File: config.mk
export PLATFORM = sky130hd
export DESIGN_NAME = tcfb_ctrl
export DESIGN_NICKNAME = d
export VERILOG_FILES = /design/src/rtl/tcfb_pkg.sv /design/src/rtl/tcfb_ctrl.sv
export SDC_FILE = /design/constraint.sdc
export NUM_CORES = 1
export LEC_CHECK = 0
export BUFFER_PORTS_ARGS = -buffer_cell sky130_fd_sc_hd__buf_2
export CAP_MARGIN = 10
export CORE_MARGIN = 8
export CORE_UTILIZATION = 32
export CTS_CLUSTER_DIAMETER = 80
export DETAILED_ROUTE_END_ITERATION = 10
export PLACE_DENSITY = 0.86
export SLEW_MARGIN = 40
export SYNTH_ARGS = -nofsm -noshare
export SYNTH_HDL_FRONTEND = slang
export SYNTH_SLANG_ARGS = --single-unit
File: constraint.sdc
create_clock -name i_clk -period 1.59 [get_ports i_clk]
set_input_delay 0.2385 -clock i_clk [delete_from_list [all_inputs] [get_ports i_clk]]
set_output_delay 0.2385 -clock i_clk [all_outputs]
set_load 0.01 [all_outputs]
File: src/rtl/tcfb_pkg.sv
// tcfb_pkg: constants and carrier types for the thread class feedback control block.
// assumes a single core clock domain and a plain one-cycle register port.
package tcfb_pkg;
    // register offsets (printed word addresses, one 64-bit register each)
    localparam logic [15:0] TCFB_OFF_REPORT  = 16'h17d2;
    localparam logic [15:0] TCFB_OFF_ENABLE  = 16'h17d4;
    localparam logic [15:0] TCFB_OFF_HISTORY_RESET_INSTRUCTION  = 16'h17d8;   // placed after the other two, with 16'h17d6 left unmapped
    // field positions
    localparam int TCFB_VALID_BIT  = 63;
    localparam int TCFB_CLASS_W    = 8;
    localparam int TCFB_DBG_FRZ    = 14;
    // reset values
    localparam logic       TCFB_ENABLE_RST = 1'b0;
    localparam logic       TCFB_HRST_RST   = 1'b0;
    localparam logic [1:0] TCFB_PKG_RST    = 2'b00;
    localparam logic [63:0] TCFB_ZERO64    = 64'h0000_0000_0000_0000;

    // implicit reset events from the core
    typedef struct packed {
        logic secure_launch;    // system-wide launch, seen on every socket
        logic auth_entry;       // authenticated code entry on this socket
        logic auth_here;        // entry executed by this logical processor
        logic soft_restart;     // restart signal or wait-for-startup state
        logic mgmt_enter_exit;  // entry or exit of management mode
        logic hist_reset_insn;  // history reset instruction retired here
    } tcfb_evt_t;

    // classifier sample from the core
    typedef struct packed {
        logic                    ready;   // classifier has enough information
        logic [TCFB_CLASS_W-1:0] code;    // current workload class code
    } tcfb_cls_t;
endpackage

File: src/rtl/tcfb_ctrl.sv
// tcfb_ctrl: per logical processor enable, class report and history reset enable registers.
// assumes synchronous event pulses and one-cycle strobes; read data valid one cycle after the read strobe.
//
// Strobed register access was decided locally.
`timescale 1ns/1ps
`default_nettype none

// Notes on behaviour
// enable register bit 0, rest reserved, resets zero
// enable writable whatever package config holds
// table keeps updating under package enable
// clearing enable discards class history
// class code readable while enable set
// secure launch clears package, pointer, enable
// authenticated entry clears socket package state
// soft restart clears this enable bit
// report: valid bit63, class code 7:0
// feedback only while enable bit set
// valid cleared when information is insufficient
// valid cleared when enable cleared
// valid cleared on enabled history reset
// history reset enable bit 0, rest reserved
// history reset instruction clears history when enabled
// management mode edge clears history under freeze
// secure launch clears history everywhere
// authenticated entry clears history here only
// soft restart clears history
// report valid only when support enumerated
// software ignores code while valid low
// software re-enables after restart or launch
// package bit0 table, bit1 class; bit0 dominates; here bit1 is unused and the class follows the thread enable only
// reserved bits read zero, writes ignored
module tcfb_ctrl
    import tcfb_pkg::*;
(
    input  wire logic        i_clk,          // core clock, 50 MHz
    input  wire logic        i_rstn,         // async reset, active low
    input  wire logic [15:0] i_addr,         // register word address
    input  wire logic [63:0] i_wdata,        // write data
    input  wire logic        i_wr,           // write strobe
    input  wire logic        i_rd,           // read strobe
    output logic      [63:0] o_rdata,        // read data, cycle after i_rd
    input  wire tcfb_evt_t   i_evt,          // implicit reset events
    input  wire tcfb_cls_t   i_cls,          // classifier sample
    input  wire logic        i_support,      // class report enumerated
    input  wire logic        i_dbg_ctl_frz,  // freeze-in-mgmt-mode of debug control
    input  wire logic [1:0]  i_pkg_cfg,      // package config bits 1:0
    output logic             o_pkg_clear,    // pulse: clear package config and pointer
    output logic             o_table_upd,    // shared table may update
    output logic             o_hist_clear,   // pulse: discard class history
    output logic             o_cls_en        // classifier running for this processor
);
    logic                    thread_en;      // enable register bit 0
    logic                    hrst_en;        // history reset enable bit 0
    logic                    valid;          // report valid flag
    logic [TCFB_CLASS_W-1:0] class_code;     // captured class code
    logic                    hist_clear;     // history discard this cycle
    logic                    en_wr_clr;      // software clearing the enable
    logic                    implicit_clr;   // hardware clearing the enable
    logic [63:0]             next_rdata;     // read mux

    // decode of enable writes
    assign en_wr_clr    = i_wr && (i_addr == TCFB_OFF_ENABLE) && !i_wdata[0] && thread_en;
    // secure launch reaches all sockets, entry only ours
    assign implicit_clr = i_evt.secure_launch | i_evt.auth_entry | i_evt.soft_restart;  // see see

    // history discard: any documented cause
    always_comb
    begin
        hist_clear = en_wr_clr;
        if (i_evt.hist_reset_insn && hrst_en)
            hist_clear = 1'b1;
        if (i_evt.mgmt_enter_exit && i_dbg_ctl_frz)
            hist_clear = 1'b1;
        if (i_evt.secure_launch || i_evt.auth_here || i_evt.soft_restart)
            hist_clear = 1'b1;                                          // see see
    end

    // package enables are outside; hand them the clear
    assign o_pkg_clear  = i_evt.secure_launch | i_evt.auth_entry;       // see
    // table updates follow package bit 0 only, not the thread enable
    assign o_table_upd  = i_pkg_cfg[0];                                 // see
    assign o_hist_clear = hist_clear;
    assign o_cls_en     = thread_en;

    // thread enable register; the implicit clear beats a set in the same cycle
    always_ff @(posedge i_clk or negedge i_rstn)
    begin
        if (!i_rstn)
            thread_en <= TCFB_ENABLE_RST;
        else if (implicit_clr)
            thread_en <= 1'b0;
        else if (i_wr && i_addr == TCFB_OFF_ENABLE)
            thread_en <= i_wdata[0];                                    // see
    end

    // history reset enable register
    always_ff @(posedge i_clk or negedge i_rstn)
    begin
        if (!i_rstn)
            hrst_en <= TCFB_HRST_RST;
        else if (i_wr && i_addr == TCFB_OFF_HISTORY_RESET_INSTRUCTION)
            hrst_en <= i_wdata[0];                                      // see
    end

    // class report: capture only while enabled and supported
    always_ff @(posedge i_clk or negedge i_rstn)
    begin
        if (!i_rstn)
        begin
            valid      <= 1'b0;
            class_code <= '0;
        end
        else if (hist_clear || implicit_clr || !thread_en || !i_support)
            valid <= 1'b0;                                              // see see
        else if (!i_cls.ready)
            valid <= 1'b0;
        else
        begin
            valid      <= 1'b1;
            class_code <= i_cls.code;
        end
    end

    // read mux, reserved bits zero, unmapped reads zero
    always_comb
    begin
        next_rdata = TCFB_ZERO64;
        if (i_addr == TCFB_OFF_REPORT)
        begin
            next_rdata[TCFB_VALID_BIT]     = valid;
            next_rdata[TCFB_CLASS_W-1:0]   = class_code;
        end
        else if (i_addr == TCFB_OFF_ENABLE)
            next_rdata[0] = thread_en;
        else if (i_addr == TCFB_OFF_HISTORY_RESET_INSTRUCTION)
            next_rdata[0] = hrst_en;
    end

    // data stand one cycle after the read strobe, zero otherwise
    always_ff @(posedge i_clk or negedge i_rstn)
    begin
        if (!i_rstn)
            o_rdata <= TCFB_ZERO64;
        else if (i_rd)
            o_rdata <= next_rdata;
        else
            o_rdata <= TCFB_ZERO64;
    end

    // valid never outlives a cleared enable by more than one cycle
    property p_valid_needs_en;
        @(posedge i_clk) disable iff (!i_rstn) valid |-> $past(thread_en);
    endproperty
    a_valid_needs_en: assert property (p_valid_needs_en) else $error("valid without enable");

    property p_restart_clears;
        @(posedge i_clk) disable iff (!i_rstn) i_evt.soft_restart |=> !thread_en && !valid;
    endproperty
    a_restart_clears: assert property (p_restart_clears) else $error("restart kept enable");

    property p_launch_hist;
        @(posedge i_clk) disable iff (!i_rstn) i_evt.secure_launch |-> o_hist_clear && o_pkg_clear;
    endproperty
    a_launch_hist: assert property (p_launch_hist) else $error("launch missed clear");

    property p_hrst_gate;
        @(posedge i_clk) disable iff (!i_rstn)
            (i_evt.hist_reset_insn && hrst_en) |=> !valid;
    endproperty
    a_hrst_gate: assert property (p_hrst_gate) else $error("history reset kept valid");

    property p_sw_clear;
        @(posedge i_clk) disable iff (!i_rstn) en_wr_clr |-> o_hist_clear ##1 !valid;
    endproperty
    a_sw_clear: assert property (p_sw_clear) else $error("enable clear kept history");

    property p_support;
        @(posedge i_clk) disable iff (!i_rstn) !i_support |=> !valid;
    endproperty
    a_support: assert property (p_support) else $error("valid without support");

    property p_notready;
        @(posedge i_clk) disable iff (!i_rstn) !i_cls.ready |=> !valid;
    endproperty
    a_notready: assert property (p_notready) else $error("valid without information");

    property p_rd_en;
        @(posedge i_clk) disable iff (!i_rstn)
            (i_rd && i_addr == TCFB_OFF_ENABLE) |=> o_rdata == {63'h0, $past(thread_en)};
    endproperty
    a_rd_en: assert property (p_rd_en) else $error("enable readback wrong");

    property p_table;
        @(posedge i_clk) disable iff (!i_rstn) !i_pkg_cfg[0] |-> !o_table_upd;
    endproperty
    a_table: assert property (p_table) else $error("table updating while off");

    // the shared table keeps updating under package bit 0 with the thread enable clear
    // the per-processor enable must never gate the package-level table
    property p_table_on;
        @(posedge i_clk) disable iff (!i_rstn)
            (i_pkg_cfg[0] && !thread_en) |-> o_table_upd;
    endproperty
    a_table_on: assert property (p_table_on) else $error("table stopped without thread enable");

    // a plain software write lands when no implicit clear competes
    // package configuration bits play no part in this path
    property p_en_write;
        @(posedge i_clk) disable iff (!i_rstn)
            (i_wr && i_addr == TCFB_OFF_ENABLE && !implicit_clr) |=> thread_en == $past(i_wdata[0]);
    endproperty
    a_en_write: assert property (p_en_write) else $error("enable write lost");

    // enable only moves on a write or an implicit clear
    // reserved write data or other addresses must leave it alone
    property p_en_hold;
        @(posedge i_clk) disable iff (!i_rstn)
            (!(i_wr && i_addr == TCFB_OFF_ENABLE) && !implicit_clr) |=> $stable(thread_en);
    endproperty
    a_en_hold: assert property (p_en_hold) else $error("enable moved without cause");

    // secure launch drops the enable bit on every processor
    // software has to set it again afterwards
    property p_launch_en;
        @(posedge i_clk) disable iff (!i_rstn)
            i_evt.secure_launch |=> !thread_en && !valid;
    endproperty
    a_launch_en: assert property (p_launch_en) else $error("launch kept enable");

    // authenticated entry on this socket drops the enable bit
    // the package clear is raised in the same cycle
    property p_auth_en;
        @(posedge i_clk) disable iff (!i_rstn)
            i_evt.auth_entry |=> !thread_en;
    endproperty
    a_auth_en: assert property (p_auth_en) else $error("entry kept enable");

    // package clear pulse accompanies socket-local authenticated entry
    // the package registers live outside this block
    property p_auth_pkg;
        @(posedge i_clk) disable iff (!i_rstn)
            i_evt.auth_entry |-> o_pkg_clear;
    endproperty
    a_auth_pkg: assert property (p_auth_pkg) else $error("entry missed package clear");

    // no package clear without one of its two causes
    // a stray pulse would wipe the table pointer
    property p_pkg_quiet;
        @(posedge i_clk) disable iff (!i_rstn)
            (!i_evt.secure_launch && !i_evt.auth_entry) |-> !o_pkg_clear;
    endproperty
    a_pkg_quiet: assert property (p_pkg_quiet) else $error("package clear without cause");

    // history discard only on the executing processor for entry
    // other processors of the socket keep their history
    property p_auth_hist;
        @(posedge i_clk) disable iff (!i_rstn)
            i_evt.auth_here |-> o_hist_clear;
    endproperty
    a_auth_hist: assert property (p_auth_hist) else $error("entry kept history");

    // restart or startup wait always discards history
    // whatever brought the processor there
    property p_restart_hist;
        @(posedge i_clk) disable iff (!i_rstn)
            i_evt.soft_restart |-> o_hist_clear;
    endproperty
    a_restart_hist: assert property (p_restart_hist) else $error("restart kept history");

    // management mode edges discard history only under freeze
    // without freeze the event alone must not clear
    property p_mgmt_hist;
        @(posedge i_clk) disable iff (!i_rstn)
            (i_evt.mgmt_enter_exit && i_dbg_ctl_frz) |-> o_hist_clear;
    endproperty
    a_mgmt_hist: assert property (p_mgmt_hist) else $error("management edge kept history");

    // enabled history reset instruction discards history
    // the gate bit is the history reset enable register
    property p_hrst_hist;
        @(posedge i_clk) disable iff (!i_rstn)
            (i_evt.hist_reset_insn && hrst_en) |-> o_hist_clear;
    endproperty
    a_hrst_hist: assert property (p_hrst_hist) else $error("history reset ignored");

    // nothing else may discard history
    // a gated instruction or unfrozen mode edge stays silent
    property p_hist_quiet;
        @(posedge i_clk) disable iff (!i_rstn)
            (!en_wr_clr && !(i_evt.hist_reset_insn && hrst_en) && !(i_evt.mgmt_enter_exit && i_dbg_ctl_frz)
             && !i_evt.secure_launch && !i_evt.auth_here && !i_evt.soft_restart) |-> !o_hist_clear;
    endproperty
    a_hist_quiet: assert property (p_hist_quiet) else $error("history cleared without cause");

    // a software clear of the enable drops valid next cycle
    property p_sw_clear_valid;
        @(posedge i_clk) disable iff (!i_rstn)
            en_wr_clr |=> !valid;
    endproperty
    a_sw_clear_valid: assert property (p_sw_clear_valid) else $error("enable clear kept valid");

    // valid implies the enable is still set right now
    // every path that clears the enable also clears valid
    property p_valid_en_now;
        @(posedge i_clk) disable iff (!i_rstn)
            valid |-> thread_en;
    endproperty
    a_valid_en_now: assert property (p_valid_en_now) else $error("valid with enable clear");

    // valid only follows a cycle with support enumerated
    property p_valid_support;
        @(posedge i_clk) disable iff (!i_rstn)
            valid |-> $past(i_support);
    endproperty
    a_valid_support: assert property (p_valid_support) else $error("valid after no support");

    // valid only follows a cycle with enough information
    property p_valid_ready;
        @(posedge i_clk) disable iff (!i_rstn)
            valid |-> $past(i_cls.ready);
    endproperty
    a_valid_ready: assert property (p_valid_ready) else $error("valid after classifier not ready");

    // with every condition met the code is captured and flagged
    // the code comes straight from the classifier sample
    property p_capture;
        @(posedge i_clk) disable iff (!i_rstn)
            (thread_en && i_support && i_cls.ready && !hist_clear && !implicit_clr)
            |=> valid && class_code == $past(i_cls.code);
    endproperty
    a_capture: assert property (p_capture) else $error("class code not captured");

    // code only changes while valid is being set
    // software keeps the last known class while valid is low
    property p_code_hold;
        @(posedge i_clk) disable iff (!i_rstn)
            $changed(class_code) |-> valid;
    endproperty
    a_code_hold: assert property (p_code_hold) else $error("class code moved while invalid");

    // report readback: valid at the top, reserved middle zero
    property p_rd_report;
        @(posedge i_clk) disable iff (!i_rstn)
            (i_rd && i_addr == TCFB_OFF_REPORT)
            |=> o_rdata[TCFB_VALID_BIT] == $past(valid) && o_rdata[TCFB_VALID_BIT-1:TCFB_CLASS_W] == '0;
    endproperty
    a_rd_report: assert property (p_rd_report) else $error("report readback wrong");

    // history reset enable readback, reserved bits zero
    property p_rd_hrst;
        @(posedge i_clk) disable iff (!i_rstn)
            (i_rd && i_addr == TCFB_OFF_HISTORY_RESET_INSTRUCTION) |=> o_rdata == {63'h0, $past(hrst_en)};
    endproperty
    a_rd_hrst: assert property (p_rd_hrst) else $error("history reset enable readback wrong");

    // unmapped reads and idle cycles leave the data bus at zero
    // keeps a stale word from being taken as a fresh answer
    property p_rd_zero;
        @(posedge i_clk) disable iff (!i_rstn)
            (!i_rd || (i_addr != TCFB_OFF_REPORT && i_addr != TCFB_OFF_ENABLE && i_addr != TCFB_OFF_HISTORY_RESET_INSTRUCTION))
            |=> o_rdata == TCFB_ZERO64;
    endproperty
    a_rd_zero: assert property (p_rd_zero) else $error("read data not zero");

    // history reset enable takes bit 0 of a write
    property p_hrst_write;
        @(posedge i_clk) disable iff (!i_rstn)
            (i_wr && i_addr == TCFB_OFF_HISTORY_RESET_INSTRUCTION) |=> hrst_en == $past(i_wdata[0]);
    endproperty
    a_hrst_write: assert property (p_hrst_write) else $error("history reset enable write lost");

    // history reset enable holds without a write to it
    property p_hrst_hold;
        @(posedge i_clk) disable iff (!i_rstn)
            !(i_wr && i_addr == TCFB_OFF_HISTORY_RESET_INSTRUCTION) |=> $stable(hrst_en);
    endproperty
    a_hrst_hold: assert property (p_hrst_hold) else $error("history reset enable moved");

    c_valid: cover property (@(posedge i_clk) disable iff (!i_rstn) $rose(valid));
    c_hrst:  cover property (@(posedge i_clk) disable iff (!i_rstn) i_evt.hist_reset_insn && hrst_en && valid);
    c_launch: cover property (@(posedge i_clk) disable iff (!i_rstn) i_evt.secure_launch && thread_en);
    c_swclr: cover property (@(posedge i_clk) disable iff (!i_rstn) en_wr_clr && valid);
endmodule
`default_nettype wire

Word-level counts from Yosys, hierarchy flattened
Index checks and enable logic that the tools add are counted. W data, S select, Z words.

Register bits: 75. Logic and storage cells: 40. Input port bits: 103. Output and inout bits: 68.

Eq/ne operators: 3. Reductions and logical operators: 16. Bitwise logic cells: 3. Multiplexer cells: 13.

Operators by type and width (number): $mux W64 (1); $eq A16 B13 Y1 const B (3); $mux W1 (11); $mux W7 (1); $logic_and A1 B1 Y1 (6); $logic_or A1 B1 Y1 (5); $logic_not A1 Y1 (3); $or A1 B1 Y1 (2); $reduce_and A2 Y1 (1); $reduce_bool A2 Y1 (1); $not A1 Y1 (1).

Longest topological paths before layout
Gate-level depths: netlist (run 1).

Depth after elaboration: 12. Mapped depth: 5. Gate-level depth less buffers: 4.

Worst setup path after synthesis (run 1)
OpenSTA, ideal clock, no wires.

Kind: input to register. Start: input i_evt[4] in the netlist's numbering. End: register class_code[0]. Setup time: 125 ps. Cell stages on the path: 5. Path slack: 78 ps. Data required time: 1465 ps. Arrival time: 1387 ps. Path buffers: 1. Path through: or2_2 > and4b_1 > o31a_1 > buf_6 > mux2_4.

Word-level cells in the longest chain between the ends: 7.

RTL lines: start: declaration (RTL line tcfb_ctrl.sv:43) `input wire tcfb_evt_t i_evt,`; $or A1 B1 Y1 (2 in series) (RTL line tcfb_ctrl.sv:65) `assign implicit_clr = i_evt.secure_launch | i_evt.auth_entry | i_evt.soft_restart;`; $logic_or A1 B1 Y1 (3 in series) (RTL line tcfb_ctrl.sv:114) `else if (hist_clear || implicit_clr || !thread_en || !i_support)`; $not A1 Y1 (no source line); $reduce_and A2 Y1 (no source line); end signal: assignment (RTL line tcfb_ctrl.sv:121) `class_code <= i_cls.code;`; end: declaration (RTL line tcfb_ctrl.sv:56) `logic [TCFB_CLASS_W-1:0] class_code;`.

No other way between the ends. A chain may end at the register's enable or synchronous reset.

Final worst setup path (run 1)
Start: input i_addr[3]. End: output o_hist_clear.

Word-level cells in the longest chain between the ends: 7.

RTL lines: start: declaration (RTL line tcfb_ctrl.sv:38) `input wire logic [15:0] i_addr,`; $eq A16 B13 Y1 (RTL line tcfb_ctrl.sv:63) `assign en_wr_clr = i_wr && (i_addr == TCFB_OFF_ENABLE) && !i_wdata[0] && thread_en;`; $logic_and A1 B1 Y1 (3 in series) (RTL line tcfb_ctrl.sv:63); $mux W1 (RTL line tcfb_ctrl.sv:71) `if (i_evt.hist_reset_insn && hrst_en)`; $mux W1 (RTL line tcfb_ctrl.sv:73) `if (i_evt.mgmt_enter_exit && i_dbg_ctl_frz)`; $mux W1 (RTL line tcfb_ctrl.sv:75) `if (i_evt.secure_launch || i_evt.auth_here || i_evt.soft_restart)`; end: declaration (RTL line tcfb_ctrl.sv:50) `output logic o_hist_clear,`.

No other way between the ends.

==> results_dict.tcl, run 1 <==
set metrics [dict create \
    dp_slack_ps -227 \
    die-area_mm2 0.00650 \
    final_nets 290 \
    max_clock_freq_mhz 568 \
    track_usage_pct 8.26 \
    synth_adder_area_share_pct 0 \
    start_util_pct 33.4 \
    syn_area_per_cell_um2 10.5 \
    dr.pass1.iters 4 \
    hold_viol_final 0 \
    critPathKind "in -> out" \
    post_cts.repair.setup_buffers 0 \
    cts_max_path_buffers 2 \
    hold_path.class "in -> reg" \
    ff2ff_setup_slack_ps 30 \
    required_ps 1350 \
    synthSimpleGateAreaFrac_pct 16.8 \
    dp_hpwl_um 2630 \
    antenna_cells 0 \
    stdcell_count 236 \
    gp_congestion 0.838 \
    hold_depth 2 \
    place_inst 231 \
    cts_tree "yes" \
    async_reset_ff_share_pct 100 \
    synthToLayoutAreaGrowth_pct 19.5 \
    cts.htree.levels 1 \
    antenna_found_initial 1 \
    grt-ovfl-total 0 \
    cts_root_buf "clkbuf_8" \
    drive_gt1_share_pct 40.3 \
    finalSetupTns_ps -172 \
    yosysSeqAreaShare_pct 37.4 \
    clk_pin_slew_ps 70 \
    yosys_warnings 0 \
    worst_hold_slack_ps 217 \
    syn-cell-area_mm2 0.00134 \
    period_needed_ps 1760 \
    drtIter0Drc 62 \
    die-height_um 80.7 \
    ant_nets 0 \
    fin_util_pct 39.9 \
    cp-start-kind "primary input" \
    final_min_period_over_clock_period_pct 111 \
    synth_top_family_by_area "buffers and inverters" \
    core_area_mm2 0.00400 \
    die_x_um 80.7 \
    netlist_instances 127 \
    synth_edf_count 0 \
    synth-seq-cells 20 \
    worstPathArrival_ps 1520 \
    core.rowCount 23 \
    violations "setup timing" \
    cts_buffers 3 \
    place.port_buffers 49 \
    avgRoutedWirePerCell_um 12.5 \
    endpoint_kind "output port" \
    crit_fanout 3 \
    synth_xor_area_share_pct 0 \
    finalMaxSlewViolations 0 \
    grt_pass1_vias 1023 \
    worst_slack_ps -172 \
    cap_violations 0 \
    grt_pass1_wl_um 4220 \
    muxShareOfSynthArea_pct 9.82 \
    reg2regPathDepth 5 \
    final-setup-viol-count 1 \
    cts.sink_count 20 \
    drc 0 \
    clkLatencyLatePin_ps 250 \
    vias_per_cell 3.95 \
    p_per_area_mw_per_mm2 647 \
    grt_max_degree 21 \
    ioPinCount 171 \
    fin_skew_ps 2.44 \
    peakVddDrop_v 0.000263 \
    status "finished with violations" \
    synth_compound_area_share_pct 3.37 \
    synth_flop_cell "dfrtp_1" \
    vias 933 \
    grt_setup_unrepaired "true" \
    power_leakage_nw 0.895 \
    drt_wl_total_um 2940 \
    yosysUniqueCellTypes 27 \
]
==> cell families (layout without fill, tap and decap cells) <==
kind of cell,after synthesis,after routing
buffers and inverters,57,62
and+or+nand+nor,34,34
DFF,20,20
muxes,9,9
AOI/OAI and AO/OA,6,6
other,1,55
==> synth_stat cells (3+ instances only) <==
library cell  number  share of area [%]
dfrtp_1           20                 37
nand2_1            3               0.84
nand4_1            3                1.4
buf_4             56                 31
and4b_1            3                2.2
nor2_1             5                1.4
and2_1             8                3.7
nand3_1            3                1.1
mux2_4             8                9.0
==> cell usage in the layout (no fill, tap or decap), drive strengths merged <==
master / Yosys / routed
mux2: 9 / 9
dfrtp: 20 / 20
a22oi: 1 / 1
nand4bb: 1 / 1
buf: 57 / 57
and4b: 3 / 3
o21ai: 1 / 1
and2: 8 / 8
clkbuf: 0 / 4
conb: 1 / 55
or2: 1 / 1
nand2: 3 / 3
nor2: 5 / 5
nand3: 3 / 3
or4b: 1 / 1
o31ai: 1 / 1
and3: 1 / 1
nor3b: 1 / 1
o211ai: 1 / 1
nor2b: 1 / 1
nand4: 3 / 3
dlygate4sd3: 0 / 1
o31a: 1 / 1
nor4b: 2 / 2
a2bb2oi: 1 / 1
nor3: 1 / 1
==> path summary, 6_finish.rpt <==
path | from | end
worst max-delay path | i_addr[3] | o_hist_clear
worst min-delay path | i_cls[6] | class_code[6]
worst max register to register | hrst_en | class_code[4]
worst min register to register | valid | o_rdata[63]
max in group asynchronous | i_rstn | valid
min in group asynchronous | i_rstn | o_rdata[7]
==> area by class of cell <==
type / instances / area [um2]
Multi-Input combinational cell: 104 / 633
Timing Repair Buffer: 58 / 347
Sequential cell: 20 / 500
Fill cell: 402 / 2400
Clock buffer: 4 / 55.1
Tap cell: 50 / 62.6
==> per-stage QoR <==
| stage | power [W] | cell area (um2) |
|---|---|---|
| finish | 0.00103 | 1600 |
| global route | 0.00109 | 1600 |
| CTS | 0.00104 | 1590 |
| detailed placement | 0.000663 | 1490 |
| global placement | 0.000660 | 1490 |
| floorplan | 0.000694 | 1540 |
==> flip-flops by register name, indices dropped and copies added, names as in the netlist <==
name	cells
o_rdata	9
class_code	8
hrst_en	1
o_cls_en	1
valid	1
==> power breakdown <==
| group | internal [W] | switching, W |
|---|---|---|
| logic | 0.0000578 | 0.000107 |
| registers | 0.000509 | 0.00000000975 |
| clock network | 0.000219 | 0.000140 |
| total | 0.000786 | 0.000247 |
==> per-layer routing <==
| layer | global-route usage (%) | vias to the layer above | part of all wire, % |
|---|---|---|---|
| met3 | 3.79 | 4 | 14 |
| met5 | 0 | - | 0.27 |
| li1 | - | 439 | - |
| met2 | 14.4 | 60 | 51 |
| met4 | 4.29 | 2 | 1.1 |
| met1 | 8.01 | 428 | 34 |
==> worst max-delay path, cell delays in order <==
cell	delay (ps)
buf_6	100
nor4b_4	250
nand4bb_1	190
or4b_1	510
nand3_1	110
buf_6	110
==> what timing repair did <==
action                                  CTS  global route
pin swaps                                 2             0
endpoints found under the setup margin    9             9
endpoints found under the hold margin    20             0
gates resized for setup                   6             1
hold buffers                              1             0
No activity file was read; power rests on OpenSTA's default activity.
==> run 2: changes to the inputs <==
--- a/config.mk
+++ b/config.mk
@@ -5,12 +5,12 @@
 export SDC_FILE = /design/constraint.sdc
 export NUM_CORES = 1
 export LEC_CHECK = 0
-export BUFFER_PORTS_ARGS = -buffer_cell sky130_fd_sc_hd__buf_2
+export BUFFER_PORTS_ARGS = -buffer_cell sky130_fd_sc_hd__buf_4
 export CAP_MARGIN = 10
-export CORE_MARGIN = 8
 export CORE_UTILIZATION = 32
 export CTS_CLUSTER_DIAMETER = 80
 export DETAILED_ROUTE_END_ITERATION = 10
+export GPL_TIMING_DRIVEN = 0
 export PLACE_DENSITY = 0.86
 export SLEW_MARGIN = 40
 export SYNTH_ARGS = -nofsm -noshare
==> run 2 against run 1 <==
  * The flow still finishes with violations (setup timing)
  * Non-clock buffer count grew 53
  * Final area grew 33%
  * Core utilization grew 13 points
  * Final cell count grew 22%
  * Register-to-register slack lost 60 ps
  * Combinational power grew 75%
  * Clock-buffer cell count is the same
  * Critical path depth is the same
  * Die area shrank 32%
  * Sequential share of layout area shrank 7.7 points
  * Critical endpoint unchanged
  * Largest power group unchanged
==> results_dict.tcl, run 2 (synthesized netlist as in run 1, its figures left out) <==
set metrics [dict create \
    drive_gt1_share_pct 54.4 \
    pwr-share-seq_pct 44.0 \
    vias_per_cell 3.63 \
    antenna_found_initial 0 \
    drtIter0Drc 22 \
    worst_hold_slack_ps 215 \
    cp-start-kind "primary input" \
    fin_skew_ps 1.14 \
    die_x_um 66.7 \
    cts.htree.levels 1 \
    final_common_cell "buf_4" \
    wl_met1_um 788 \
    finalMaxSlewViolations 0 \
    finalSetupTns_ps -305 \
    die-area_mm2 0.00444 \
    p_per_area_mw_per_mm2 547 \
    peakVddDrop_v 0.000246 \
    grt_max_degree 21 \
    worstPathArrival_ps 1500 \
    die-height_um 66.7 \
    worst_slack_ps -153 \
    cts.sink_count 20 \
    avgRoutedWirePerCell_um 8.47 \
    met2_length_um 1240 \
    vias 1049 \
    grt-ovfl-total 0 \
    grt_pass1_vias 904 \
    multi_input_area_um2 642 \
    cts_max_path_buffers 2 \
    clk_pin_slew_ps 60 \
    cts_tree "yes" \
    cts_root_buf "clkbuf_8" \
    power_leakage_nw 1.22 \
    antenna_cells 0 \
    final-setup-viol-count 9 \
    largestRegisters "o_rdata: 9 flops, class_code: 8 flops" \
    synthToLayoutAreaGrowth_pct 58.4 \
    period_needed_ps 1740 \
    fill_cells 364 \
    place.port_buffers 50 \
    final_min_period_over_clock_period_pct 110 \
    ant_nets 0 \
    sw_frac_of_total_pct 22.5 \
    clkLatencyLatePin_ps 250 \
    required_ps 1350 \
    crit_fanout 2 \
    violations "setup timing" \
    status "finished with violations" \
    layout_common_cells "buf_4, conb_1, dfrtp_1, and2_1, mux2_4" \
    highest_layer "met4" \
    largest_reg_flops 9 \
    dp_hpwl_um 2130 \
    cts_buffers 3 \
    wl_met3_um 394 \
    p_sw_w 0.000261 \
    start_util_pct 33.4 \
    drc 0 \
    final_nets 343 \
    dr.pass1.iters 4 \
    max_clock_freq_mhz 574 \
    p_int_w 0.000897 \
    p_clk_share_pct 31.1 \
    ioPinCount 171 \
    drt_wl_total_um 2450 \
    seqCellArea_um2 500 \
    grt_pass1_wl_um 3720 \
    p_comb_share_pct 24.9 \
    endpoint_kind "output port" \
    core.rowCount 23 \
    hold_path.class "in -> reg" \
    hold_viol_final 0 \
    regMostFlops "o_rdata" \
    p_total_w 0.00116 \
    cap_violations 0 \
    core_area_mm2 0.00400 \
    gp_congestion 0.793 \
    critPathKind "in -> out" \
    track_usage_pct 10.9 \
    grt_setup_unrepaired "true" \
]
==> run 2: cell types whose count changed in the layout (fill, tap and decap cells not counted) <==
cell / change
buf_12: -1
buf_2: -46
buf_4: +98
buf_6: +1
buf_8: +1
nand3_1: -1
nand3_2: +1
or4b_1: -1
or4b_4: +1
==> run 2: cell type report <==
cell class / instances / share of cell area (%)
multi-input cells: 104 / 30.3
well taps: 50 / 2.95
clock buffers: 4 / 2.60
repair buffers: 54 / 20.1
flip-flops and latches: 20 / 23.6
plain buffers: 57 / 20.4
==> run 2: stage by stage <==
stage               setup WS (ps)  cells  cell area [um2]  util [%]
detailed placement           -207    281             1980      49.5
CTS                          -131    288             2080      52.1
global placement             -217    281             1980      49.5
floorplan                    77.9    181             1540         -
global route                 -216    289             2120      53.0
finish                       -153    289             2120      53.0
==> run 2: power by group through the flow <==
stage | registers, W | clock network [W] | logic, W
after floorplan | 0.000518 | 0 | 0.000176
after global placement | 0.000518 | 0 | 0.000266
after detailed placement | 0.000518 | 0 | 0.000269
after CTS | 0.000509 | 0.000373 | 0.000279
after global routing | 0.000508 | 0.000410 | 0.000320
final | 0.000509 | 0.000360 | 0.000289
==> run 2: timing repair <==
item,CTS,global route
hold endpoints to repair,20,0
endpoints found under the setup margin,4,9
pin swaps,3,5
buffers inserted,2,0
hold buffers,1,0
resized for setup,4,8
gates cloned,0,1
==> run 2: per-layer routing <==
metal,track usage (%),up-vias
li1,-,543
met1,11.6,437
met5,0,-
met3,3.94,2
met4,4.52,0
met2,19.2,67
==> run 2: critical path, cell delays in order <==
cell	delay [ps]
buf_8	100
nor4b_4	250
nand4bb_1	170
or4b_4	560
nand3_2	80
buf_6	100
==> run 2: worst paths after layout <==
kind | start | to | slack, ps | cells after the start
worst max-delay path | i_addr[14] | o_hist_clear | -150 | 6
worst min-delay path | i_cls[7] | class_code[7] | 220 | 2
worst max register to register | hrst_en | class_code[1] | -30 | 5
worst min register to register | valid | o_rdata[63] | 450 | 1
max in group asynchronous | i_rstn | valid | 1000 | 2
min in group asynchronous | i_rstn | o_rdata[7] | 400 | 2
